[config.mk]
export PLATFORM = sky130hd
export DESIGN_NAME = dpram_port_ctrl
export DESIGN_NICKNAME = d
export VERILOG_FILES = /design/src/dpram_ctrl_pkg.sv /design/src/dpram_port_ctrl.sv
export SDC_FILE = /design/constraint.sdc
export NUM_CORES = 1
export LEC_CHECK = 0
export BUFFER_PORTS_ARGS = -buffer_cell sky130_fd_sc_hd__buf_2
export CELL_PAD_IN_SITES_DETAIL_PLACEMENT = 1
export CELL_PAD_IN_SITES_GLOBAL_PLACEMENT = 2
export CORE_MARGIN = 2
export CORE_UTILIZATION = 35
export DETAILED_ROUTE_END_ITERATION = 10
export PLACE_DENSITY_LB_ADDON = 0.1
export SYNTH_ARGS = -nofsm -noshare
export SYNTH_HDL_FRONTEND = slang
export SYNTH_SLANG_ARGS = --single-unit
[constraint.sdc]
create_clock -name mclk -period 8.6 [get_ports mclk]
set_input_delay 1.72 -clock mclk [delete_from_list [all_inputs] [get_ports mclk]]
set_output_delay 1.72 -clock mclk [all_outputs]
set_load 0.02 [all_outputs]
[src/dpram_ctrl_pkg.sv]
package dpram_ctrl_pkg;

  // Port count and geometry of one port
  localparam int NPORT  = 2;
  localparam int ADDR_W = 19;
  localparam int DATA_W = 18;
  localparam int BE_W   = 2;

  // Mailbox locations, port 0 is left, port 1 is right
  localparam logic [ADDR_W-1:0] MBOX_ADDR_LEFT  = 19'h7fffe;
  localparam logic [ADDR_W-1:0] MBOX_ADDR_RIGHT = 19'h7ffff;

  // Register byte offsets
  localparam logic [3:0] REG_IRQ_STATUS = 4'h0;
  localparam logic [3:0] REG_IRQ_MASK   = 4'h4;
  localparam logic [3:0] REG_PORT_STATE = 4'h8;

  // Interrupt status layout
  localparam int IRQ_W          = 4;
  localparam int IRQ_MBOX_LSB   = 0;
  localparam int IRQ_WRAP_LSB   = 2;

  // Reset values
  localparam logic [IRQ_W-1:0]  IRQ_STATUS_RST = 4'h0;
  localparam logic [IRQ_W-1:0]  IRQ_MASK_RST   = 4'h0;
  localparam logic [ADDR_W-1:0] CNT_RST        = 19'h00000;
  localparam logic [ADDR_W-1:0] CNT_MASK_RST   = 19'h7ffff;
  localparam logic [DATA_W-1:0] MBOX_DATA_RST  = 18'h00000;

  // Lock cycles counted after reset release; a port with its loop enabled is ready the cycle after the count completes
  localparam logic [4:0] DLL_LOCK_CYC = 5'h10;

  // Pins of one port, all active high unless named _n
  typedef struct packed {
    logic              sel;
    logic              read_write_n;
    logic [BE_W-1:0]   byte_lane_enable;
    logic [ADDR_W-1:0] address;
    logic [DATA_W-1:0] wdata;
    logic              counter_or_mask_select;
    logic              counter_clear_n;
    logic              counter_load_strobe_n;
    logic              counter_advance_enable_n;
    logic              wrap_select;
    logic              low_speed_select;
  } port_in_s;

  localparam port_in_s PORT_IN_IDLE = '{
    sel: 1'b0, read_write_n: 1'b1, byte_lane_enable: 2'h0, address: 19'h00000,
    wdata: 18'h00000, counter_or_mask_select: 1'b1, counter_clear_n: 1'b1,
    counter_load_strobe_n: 1'b1, counter_advance_enable_n: 1'b1,
    wrap_select: 1'b0, low_speed_select: 1'b0};

endpackage

[src/dpram_port_ctrl.sv]
// Added by the designer: register access over Avalon-MM and the address map.
`timescale 1ns/1ns
// Contract
// A low read_write_n requests a write and a high one a read, and that access is performed.
// The two highest locations are mailboxes, one owned by each port, for messages between ports.
// A write by one port to the other port's mailbox drives the owner's mailbox_irq_n low.
// A read by a port of its own mailbox returns its mailbox_irq_n high.
// counter_wrap_irq_n goes low when an increment brings all unmasked counter bits to one.
// At maximum count with wrap_select low the next increment clears the unmasked bits.
// At maximum count with wrap_select high the next increment reloads from the mirror.
// Master reset acts without any clock and resets both ports at once.
// The system applies a master reset after power-up before using either port.
// An asserted low_speed_select disables that port's delay-locked loop.
// A port's ready output rises once the port can operate and stays low before.
// Master reset zeroes counters, sets masks to all ones and drives every interrupt high.
// The topmost address is the right mailbox and the next lower one the left mailbox.
// Mailbox set and clear happen only with at least one byte lane enabled.
// Reading the other mailbox never clears, writing the own mailbox never sets.
// Each port's controls and request are sampled on their own port's clock edge; the code samples both ports on the one mclk edge.
module dpram_port_ctrl
  import dpram_ctrl_pkg::*;
(
  // Clock and resets
  input  wire logic                           mclk,
  input  wire logic                           reset_n,
  input  wire logic                           clk_en,
  input  wire logic                           master_reset_n,
  // Port pins
  input  wire port_in_s                       port_in [NPORT],
  // Avalon-MM slave
  input  wire logic [3:0]                     avs_address,
  input  wire logic                           avs_read,
  input  wire logic                           avs_write,
  input  wire logic [31:0]                    avs_writedata,
  output logic      [31:0]                    avs_readdata,
  output logic                                avs_waitrequest,
  output logic                                irq,
  // Port outputs
  output logic      [NPORT-1:0]               mailbox_irq_n,
  output logic      [NPORT-1:0]               counter_wrap_irq_n,
  output logic      [NPORT-1:0]               ready,
  output logic      [NPORT-1:0]               dll_enable,
  output logic      [NPORT-1:0][ADDR_W-1:0]   counter_addr,
  output logic      [NPORT-1:0][DATA_W-1:0]   mailbox_rdata
);

  port_in_s          pin_q1   [NPORT];
  port_in_s          pin_q2   [NPORT];
  logic [DATA_W-1:0] mbox_data_r [NPORT];
  logic [NPORT-1:0]  wr_own;
  logic [NPORT-1:0]  wr_opp;
  logic [NPORT-1:0]  rd_own;
  logic [NPORT-1:0]  rd_opp;
  logic [NPORT-1:0]  wrap_ev;
  logic [NPORT-1:0]  mbox_irq_n_r;
  logic [NPORT-1:0]  wrap_irq_n_r;
  logic [NPORT-1:0]  ready_r;
  logic [NPORT-1:0]  dll_en_r;
  logic [NPORT-1:0][ADDR_W-1:0] cnt_r;
  logic [NPORT-1:0][DATA_W-1:0] rdata_r;

  // Two-stage pin synchronisers
  always_ff @(posedge mclk) begin
    for (int p = 0; p < NPORT; p++) begin
      if (!reset_n) begin
        pin_q1[p] <= PORT_IN_IDLE;
        pin_q2[p] <= PORT_IN_IDLE;
      end else if (clk_en) begin
        pin_q1[p] <= port_in[p];
        pin_q2[p] <= pin_q1[p];
      end
    end
  end

  // Master reset: asserts at once, releases on the clock
  logic [1:0] master_reset_n_sync_r;
  logic       port_rst_n;

  always_ff @(posedge mclk or negedge master_reset_n) begin
    if (!master_reset_n) begin
      master_reset_n_sync_r <= 2'h0;
    end else if (clk_en) begin
      master_reset_n_sync_r <= {master_reset_n_sync_r[0], 1'b1};
    end
  end

  assign port_rst_n = master_reset_n_sync_r[1];

  for (genvar g = 0; g < NPORT; g++) begin : g_port
    localparam int O = NPORT - 1 - g;
    localparam logic [ADDR_W-1:0] OWN_ADDR = (g == 1) ? MBOX_ADDR_RIGHT : MBOX_ADDR_LEFT;
    localparam logic [ADDR_W-1:0] OPP_ADDR = (g == 1) ? MBOX_ADDR_LEFT : MBOX_ADDR_RIGHT;

    port_in_s          s;
    logic [ADDR_W-1:0] mask_r;
    logic [ADDR_W-1:0] mirror_r;
    logic [ADDR_W-1:0] acc_addr;
    logic [ADDR_W-1:0] cnt_inc;
    logic [ADDR_W-1:0] cnt_nxt;
    logic [ADDR_W-1:0] mask_nxt;
    logic [ADDR_W-1:0] mirror_nxt;
    logic [DATA_W-1:0] mbox_nxt;
    logic [DATA_W-1:0] be_bits;
    logic [4:0]        lock_cnt_r;
    logic              any_be;
    logic              hit_own;
    logic              hit_opp;
    logic              cnt_mode;
    logic              op_clear;
    logic              op_load;
    logic              op_inc;
    logic              at_max;
    logic              inc_hits_max;
    logic              mbox_set;
    logic              mbox_clr;
    logic              wrap_clr;
    logic              lock_done;
    logic [DATA_W-1:0] opp_bits;
    logic [ADDR_W-1:0] count_r;
    logic [DATA_W-1:0] mdata_r;
    logic [DATA_W-1:0] rdbuf_r;
    logic              flag_n_r;
    logic              wflag_n_r;
    logic              rdy_r;
    logic              dll_r;

    assign s        = pin_q2[g];
    assign acc_addr = s.counter_load_strobe_n ? cnt_r[g] : s.address;
    assign any_be   = |s.byte_lane_enable;
    assign hit_own  = s.sel & any_be & (acc_addr == OWN_ADDR);
    assign hit_opp  = s.sel & any_be & (acc_addr == OPP_ADDR);
    assign wr_own[g] = hit_own & ~s.read_write_n;
    assign wr_opp[g] = hit_opp & ~s.read_write_n;
    assign rd_own[g] = hit_own & s.read_write_n;
    assign rd_opp[g] = hit_opp & s.read_write_n;

    // Mailbox flag: set by the other port only, cleared by own read only
    assign mbox_set = wr_opp[O];
    assign mbox_clr = rd_own[g];

    // Mailbox storage, written by either port
    assign be_bits  = {{(DATA_W/2){s.byte_lane_enable[1]}}, {(DATA_W/2){s.byte_lane_enable[0]}}};
    assign opp_bits = {{(DATA_W/2){pin_q2[O].byte_lane_enable[1]}},
                       {(DATA_W/2){pin_q2[O].byte_lane_enable[0]}}};
    assign mbox_nxt = wr_own[g] ? ((s.wdata & be_bits) | (mdata_r & ~be_bits)) :
                      wr_opp[O] ? ((pin_q2[O].wdata & opp_bits) | (mdata_r & ~opp_bits)) :
                      mdata_r;

    // Counter control decode
    assign cnt_mode = s.counter_or_mask_select;
    assign op_clear = ~s.counter_clear_n;
    assign op_load  = s.counter_clear_n & ~s.counter_load_strobe_n & ~s.counter_advance_enable_n;
    assign op_inc   = cnt_mode & s.counter_clear_n & s.counter_load_strobe_n &
                      ~s.counter_advance_enable_n;
    assign at_max   = (cnt_r[g] & mask_r) == mask_r;
    assign cnt_inc  = (cnt_r[g] & ~mask_r) | (((cnt_r[g] | ~mask_r) + 19'h00001) & mask_r);
    assign inc_hits_max = op_inc & ~at_max & ((cnt_inc & mask_r) == mask_r);
    assign wrap_ev[g]   = inc_hits_max;
    assign wrap_clr     = cnt_mode & (op_clear | op_load | (op_inc & ~inc_hits_max));

    assign cnt_nxt = (cnt_mode & op_clear)  ? (cnt_r[g] & ~mask_r) :
                     (cnt_mode & op_load)   ? s.address :
                     (op_inc & at_max)      ? (s.wrap_select ? mirror_r :
                                               (cnt_r[g] & ~mask_r)) :
                     op_inc                 ? cnt_inc : cnt_r[g];
    assign mirror_nxt = (cnt_mode & (op_clear | op_load)) ? cnt_nxt : mirror_r;
    assign mask_nxt   = (~cnt_mode & op_clear) ? CNT_MASK_RST :
                        (~cnt_mode & op_load)  ? s.address : mask_r;

    assign lock_done = (lock_cnt_r == DLL_LOCK_CYC);

    // Counter, mirror and mask
    always_ff @(posedge mclk or negedge port_rst_n) begin
      if (!port_rst_n) begin
        count_r  <= CNT_RST;
        mirror_r <= CNT_RST;
        mask_r   <= CNT_MASK_RST;
      end else if (!reset_n) begin
        count_r  <= CNT_RST;
        mirror_r <= CNT_RST;
        mask_r   <= CNT_MASK_RST;
      end else if (clk_en) begin
        count_r  <= cnt_nxt;
        mirror_r <= mirror_nxt;
        mask_r   <= mask_nxt;
      end
    end

    // Interrupt flags, set wins over clear
    always_ff @(posedge mclk or negedge port_rst_n) begin
      if (!port_rst_n) begin
        flag_n_r  <= 1'b1;
        wflag_n_r <= 1'b1;
      end else if (!reset_n) begin
        flag_n_r  <= 1'b1;
        wflag_n_r <= 1'b1;
      end else if (clk_en) begin
        flag_n_r  <= ~(mbox_set | (~flag_n_r & ~mbox_clr));
        wflag_n_r <= ~(inc_hits_max | (~wflag_n_r & ~wrap_clr));
      end
    end

    // Mailbox contents and read capture
    always_ff @(posedge mclk or negedge port_rst_n) begin
      if (!port_rst_n) begin
        mdata_r <= MBOX_DATA_RST;
        rdbuf_r <= MBOX_DATA_RST;
      end else if (!reset_n) begin
        mdata_r <= MBOX_DATA_RST;
        rdbuf_r <= MBOX_DATA_RST;
      end else if (clk_en) begin
        mdata_r <= mbox_nxt;
        if (rd_own[g]) begin
          rdbuf_r <= mdata_r;
        end else if (rd_opp[g]) begin
          rdbuf_r <= mbox_data_r[O];
        end
      end
    end

    // Loop lock count and port ready
    always_ff @(posedge mclk or negedge port_rst_n) begin
      if (!port_rst_n) begin
        lock_cnt_r <= 5'h00;
        rdy_r      <= 1'b0;
        dll_r      <= 1'b0;
      end else if (!reset_n) begin
        lock_cnt_r <= 5'h00;
        rdy_r      <= 1'b0;
        dll_r      <= 1'b0;
      end else if (clk_en) begin
        dll_r <= ~s.low_speed_select;
        if (!s.low_speed_select && !lock_done) begin
          lock_cnt_r <= lock_cnt_r + 5'h01;
        end
        rdy_r <= s.low_speed_select | lock_done;
      end
    end

    // Per-port state onto the shared vectors
    assign cnt_r[g]        = count_r;
    assign mbox_irq_n_r[g] = flag_n_r;
    assign wrap_irq_n_r[g] = wflag_n_r;
    assign mbox_data_r[g]  = mdata_r;
    assign rdata_r[g]      = rdbuf_r;
    assign ready_r[g]      = rdy_r;
    assign dll_en_r[g]     = dll_r;
  end

  // Register bus
  logic [IRQ_W-1:0] irq_status_r;
  logic [IRQ_W-1:0] irq_mask_r;
  logic [IRQ_W-1:0] irq_ev;
  logic [IRQ_W-1:0] irq_w1c;
  logic [IRQ_W-1:0] irq_status_nxt;
  logic [31:0]      rd_mux;
  logic             bus_take;
  logic             wr_status;
  logic             wr_mask;
  logic             irq_r;
  logic             waitreq_r;
  logic [31:0]      rdata_bus_r;

  assign irq_ev[IRQ_MBOX_LSB +: NPORT] = {wr_opp[0], wr_opp[1]};
  assign irq_ev[IRQ_WRAP_LSB +: NPORT] = wrap_ev;
  assign bus_take  = (avs_read | avs_write) & ~waitreq_r;
  assign wr_status = bus_take & avs_write & (avs_address == REG_IRQ_STATUS);
  assign wr_mask   = bus_take & avs_write & (avs_address == REG_IRQ_MASK);
  assign irq_w1c   = wr_status ? avs_writedata[IRQ_W-1:0] : 4'h0;
  assign irq_status_nxt = irq_ev | (irq_status_r & ~irq_w1c);
  assign rd_mux = (avs_address == REG_IRQ_STATUS) ? {28'h0000000, irq_status_r} :
                  (avs_address == REG_IRQ_MASK)   ? {28'h0000000, irq_mask_r} :
                  (avs_address == REG_PORT_STATE) ? {24'h000000, dll_en_r, ready_r,
                                                     wrap_irq_n_r, mbox_irq_n_r} :
                  32'h00000000;

  always_ff @(posedge mclk) begin
    if (!reset_n) begin
      irq_status_r <= IRQ_STATUS_RST;
      irq_mask_r   <= IRQ_MASK_RST;
      irq_r        <= 1'b0;
      waitreq_r    <= 1'b1;
      rdata_bus_r  <= 32'h00000000;
    end else if (clk_en) begin
      irq_status_r <= irq_status_nxt;
      if (wr_mask) begin
        irq_mask_r <= avs_writedata[IRQ_W-1:0];
      end
      irq_r     <= |(irq_status_r & irq_mask_r);
      waitreq_r <= ~((avs_read | avs_write) & waitreq_r);
      if ((avs_read | avs_write) & waitreq_r) begin
        rdata_bus_r <= rd_mux;
      end
    end
  end

  assign avs_readdata       = rdata_bus_r;
  assign avs_waitrequest    = waitreq_r;
  assign irq                = irq_r;
  assign mailbox_irq_n      = mbox_irq_n_r;
  assign counter_wrap_irq_n = wrap_irq_n_r;
  assign ready              = ready_r;
  assign dll_enable         = dll_en_r;
  assign counter_addr       = cnt_r;
  assign mailbox_rdata      = rdata_r;

endmodule

==> results.py <==
metrics = {
    "logic_synthesis": {
        "syn_area_mm2": 0.0208,
        "synthAdderAreaFrac": 0.00782,
        "post_synth_and_or_nand_nor_area_fraction": 0.190,
        "yosys-top-cells-area": "edfxtp_1, dfrtp_1, and3_1",
        "netlist-cell-type-count": 89,
        "syn_avg_cell_area_um2": 10.6,
        "synth_top_area_share": 0.271,
        "ys_seq_elements": 412,
        "yosysWarnings": 0,
        "synth_seq_area_share": 0.539,
        "synth_top_family_by_area": "simple AND/OR/NAND/NOR gates",
        "synth-edff-count": 188,
        "synth_cells": 1967,
        "async_flop_share": 0.500,
        "synth-compound-area-share": 0.176,
        "yosysTopAreaCell": "edfxtp_1",
        "muxShareOfSynthArea": 0.0269,
        "ys_dominant_reg_cell": "edfxtp_1",
        "synthXorXnorAreaFrac": 0.0122,
    },
    "route": {
        "vias": 16750,
        "wirelength_um": 73500,
        "drtAntennaViolNets": 0,
        "drt_pass1_iterations": 5,
        "routedWlPerCell_um": 25.2,
        "drc": 0,
        "drt_first_iter_violations": 972,
        "avgViaCountPerCell": 5.75,
    },
    "floorplanning": {
        "die_w_um": 248,
        "io_pins": 252,
        "start_util": 0.353,
        "coreArea_mm2": 0.0589,
        "dieArea_mm2": 0.0614,
        "die_y_um": 248,
        "rows": 89,
    },
    "final_layout": {
        "mostFrequentLayoutCell": "buf_2",
        "fillers": 6539,
        "final_layout_size_suffix_gt1_frac": 0.194,
        "area_growth_pct": 15.0,
        "regArea_mm2": 0.0112,
        "multi_input_area_mm2": 0.00874,
        "mostFrequentLayoutCells": "buf_2, and3_1, edfxtp_1",
        "finalNetCount": 2248,
    },
    "pwr": {
        "powerDensity_mw_per_mm2": 194,
        "leakagePower_uw": 0.0101,
        "peakVddDrop_v": 0.000149,
    },
    "sta": {
        "holdWs_ns": 0.458,
        "setup_violations": 0,
        "hold_viol": 0,
        "finalCriticalPeriod_ns": 4.53,
        "slew_headroom": 0.239,
        "max_freq_mhz": 221,
        "tightestPinTransition_ns": 1.14,
        "worst_slack_ns": 4.07,
        "grt_setup_unrepaired": "false",
        "drv_slew": 0,
        "skew_ns": 0.0248,
        "period_share": 0.527,
        "tns_ns": 0,
    },
    "global_route": {
        "grt_overflow": 0,
        "grt_pass1_vias": 16730,
        "grt_pass1_wl_um": 109000,
        "grt_usage": 0.236,
        "antenna_found_initial": 4,
        "grt_start_max_net_pins": 195,
    },
    "worst_hold_path": {
        "hold_class": "reg2async",
    },
    "clocking": {
        "cts.path.max_buffers": 3,
        "cts_setup_buffers": 0,
        "cts_buffers": 51,
        "post_cts_resized": 0,
        "htreeDepth": 2,
        "clock_sinks": 412,
        "clk_latency_ns": 0.60,
        "cts-hold-fix-buffers": 0,
        "cts_tree": "built",
        "clkTransAtPathRegs_ns": 0.06,
        "ctsRootBufferMaster": "clkbuf_16",
    },
    "setup_path": {
        "worstRegToRegCells": 7,
        "cp-start-kind": "input pin",
        "crit_arrival_ns": 4.99,
        "r2r_end": "g_port[1].mdata_r[16]",
        "rr_startpoint": "g_port[1].count_r[18]",
        "r2r_setup_slack_ns": 4.39,
        "crit_path_end_kind": "flop",
        "crit_required_ns": 9.06,
        "critPathKind": "in2reg",
        "crit_path_max_fanout": 108,
    },
    "placement": {
        "port_buffers": 199,
        "dpl.hpwl_um": 48300,
        "dp_slack_ns": 3.38,
        "gp_congestion": 0.883,
    },
    "run": {
        "maxCapViolations": 0,
    },
    "outcome": {
        "status": "finished clean",
    },
}
-- worst max-delay path, stage by stage --
cell	delay, ns
buf_6	0.26
inv_2	0.64
nor2_2	0.16
inv_8	0.60
buf_4	0.54
o21ai_1	0.41
and2_1	0.29
a221o_1	0.26
-- Yosys cell counts (12+ instances only) --
library cell	instances
and3_1	188
edfxtp_1	188
dfrtp_1	164
nand2_1	138
clkbuf_1	120
nor2_1	116
o21ai_0	105
a21oi_1	82
mux2i_1	48
inv_1	46
nand3_1	44
dfstp_2	42
o22a_1	37
buf_4	34
nand4_1	33
nand2b_1	31
o221ai_1	30
a211oi_1	29
nor2b_1	26
a31oi_1	25
a22oi_1	24
and2_1	24
or2_2	23
a32oi_1	21
nor3_1	21
a221o_1	18
dfxtp_1	18
a2bb2oi_1	17
o22ai_1	16
xnor2_1	15
o31ai_1	14
xor2_1	14
ha_1	13
nor3b_1	13
or2b_2	12
-- how the worst max path moves through the flow --
stage                                  endpoint  startpoint  slack, ns
after CTS                  g_port[0].mdata_r[6]     reset_n       4.01
after detailed placement  g_port[0].mdata_r[11]     reset_n       3.38
final                      g_port[0].mdata_r[1]     reset_n       4.07
after global routing       g_port[0].mdata_r[2]     reset_n       3.76
after floorplan            g_port[0].mdata_r[0]     reset_n       1.19
after global placement     g_port[0].mdata_r[1]     reset_n       3.47
-- report_power, final --
part	switching, uW	internal (uW)
sequential	83.4	2170
combinational	224	110
clock	867	1180
-- sequential cells by signal (all words and copies together), names as in the netlist, 10 cells and up --
name and flops:
pin_q2 94, g_port.rdbuf_r 36, g_port.count_r 38, g_port.lock_cnt_r 10, g_port.mask_r 38, pin_q1 94, g_port.mdata_r 36, g_port.mirror_r 38
-- metrics by stage --
step                      total power, uW  std cells   util  area (um^2)
final                                4630       2915  0.406        23900
after floorplan                      2470       1990      -        20900
after global placement               2610       2819  0.379        22400
after CTS                            4690       2914  0.406        23900
after global routing                 4790       2914  0.406        23900
after detailed placement             2620       2819  0.379        22400
-- cells by family after synthesis --
| group | count (synthesis) |
|---|---|
| flops | 412 |
| xor+xnor | 29 |
| fa+ha+maj | 13 |
| mux | 55 |
| buf+inv | 218 |
| compound gates | 519 |
| other cells | 1 |
| simple gates | 720 |
-- per-layer routing --
layer,track usage,vias to the layer above,wire length (um)
met1,0.326,8606,33600
met2,0.384,420,34900
li1,-,7613,-
met3,0.0329,111,3230
met4,0.0671,0,1770
met5,0,-,0
-- cell type report --
| cell class | instances | area share |
|---|---|---|
| Tap cell | 773 | 0.0404 |
| Sequential cell | 412 | 0.469 |
| Clock buffer | 79 | 0.0602 |
| Inverter | 46 | 0.00753 |
| Multi-Input combinational cell | 1360 | 0.365 |
| Clock inverter | 16 | 0.00539 |
| Antenna cell | 1 | 0.000105 |
| Timing Repair Buffer | 228 | 0.0523 |
Power figures use the tool's default switching activity.
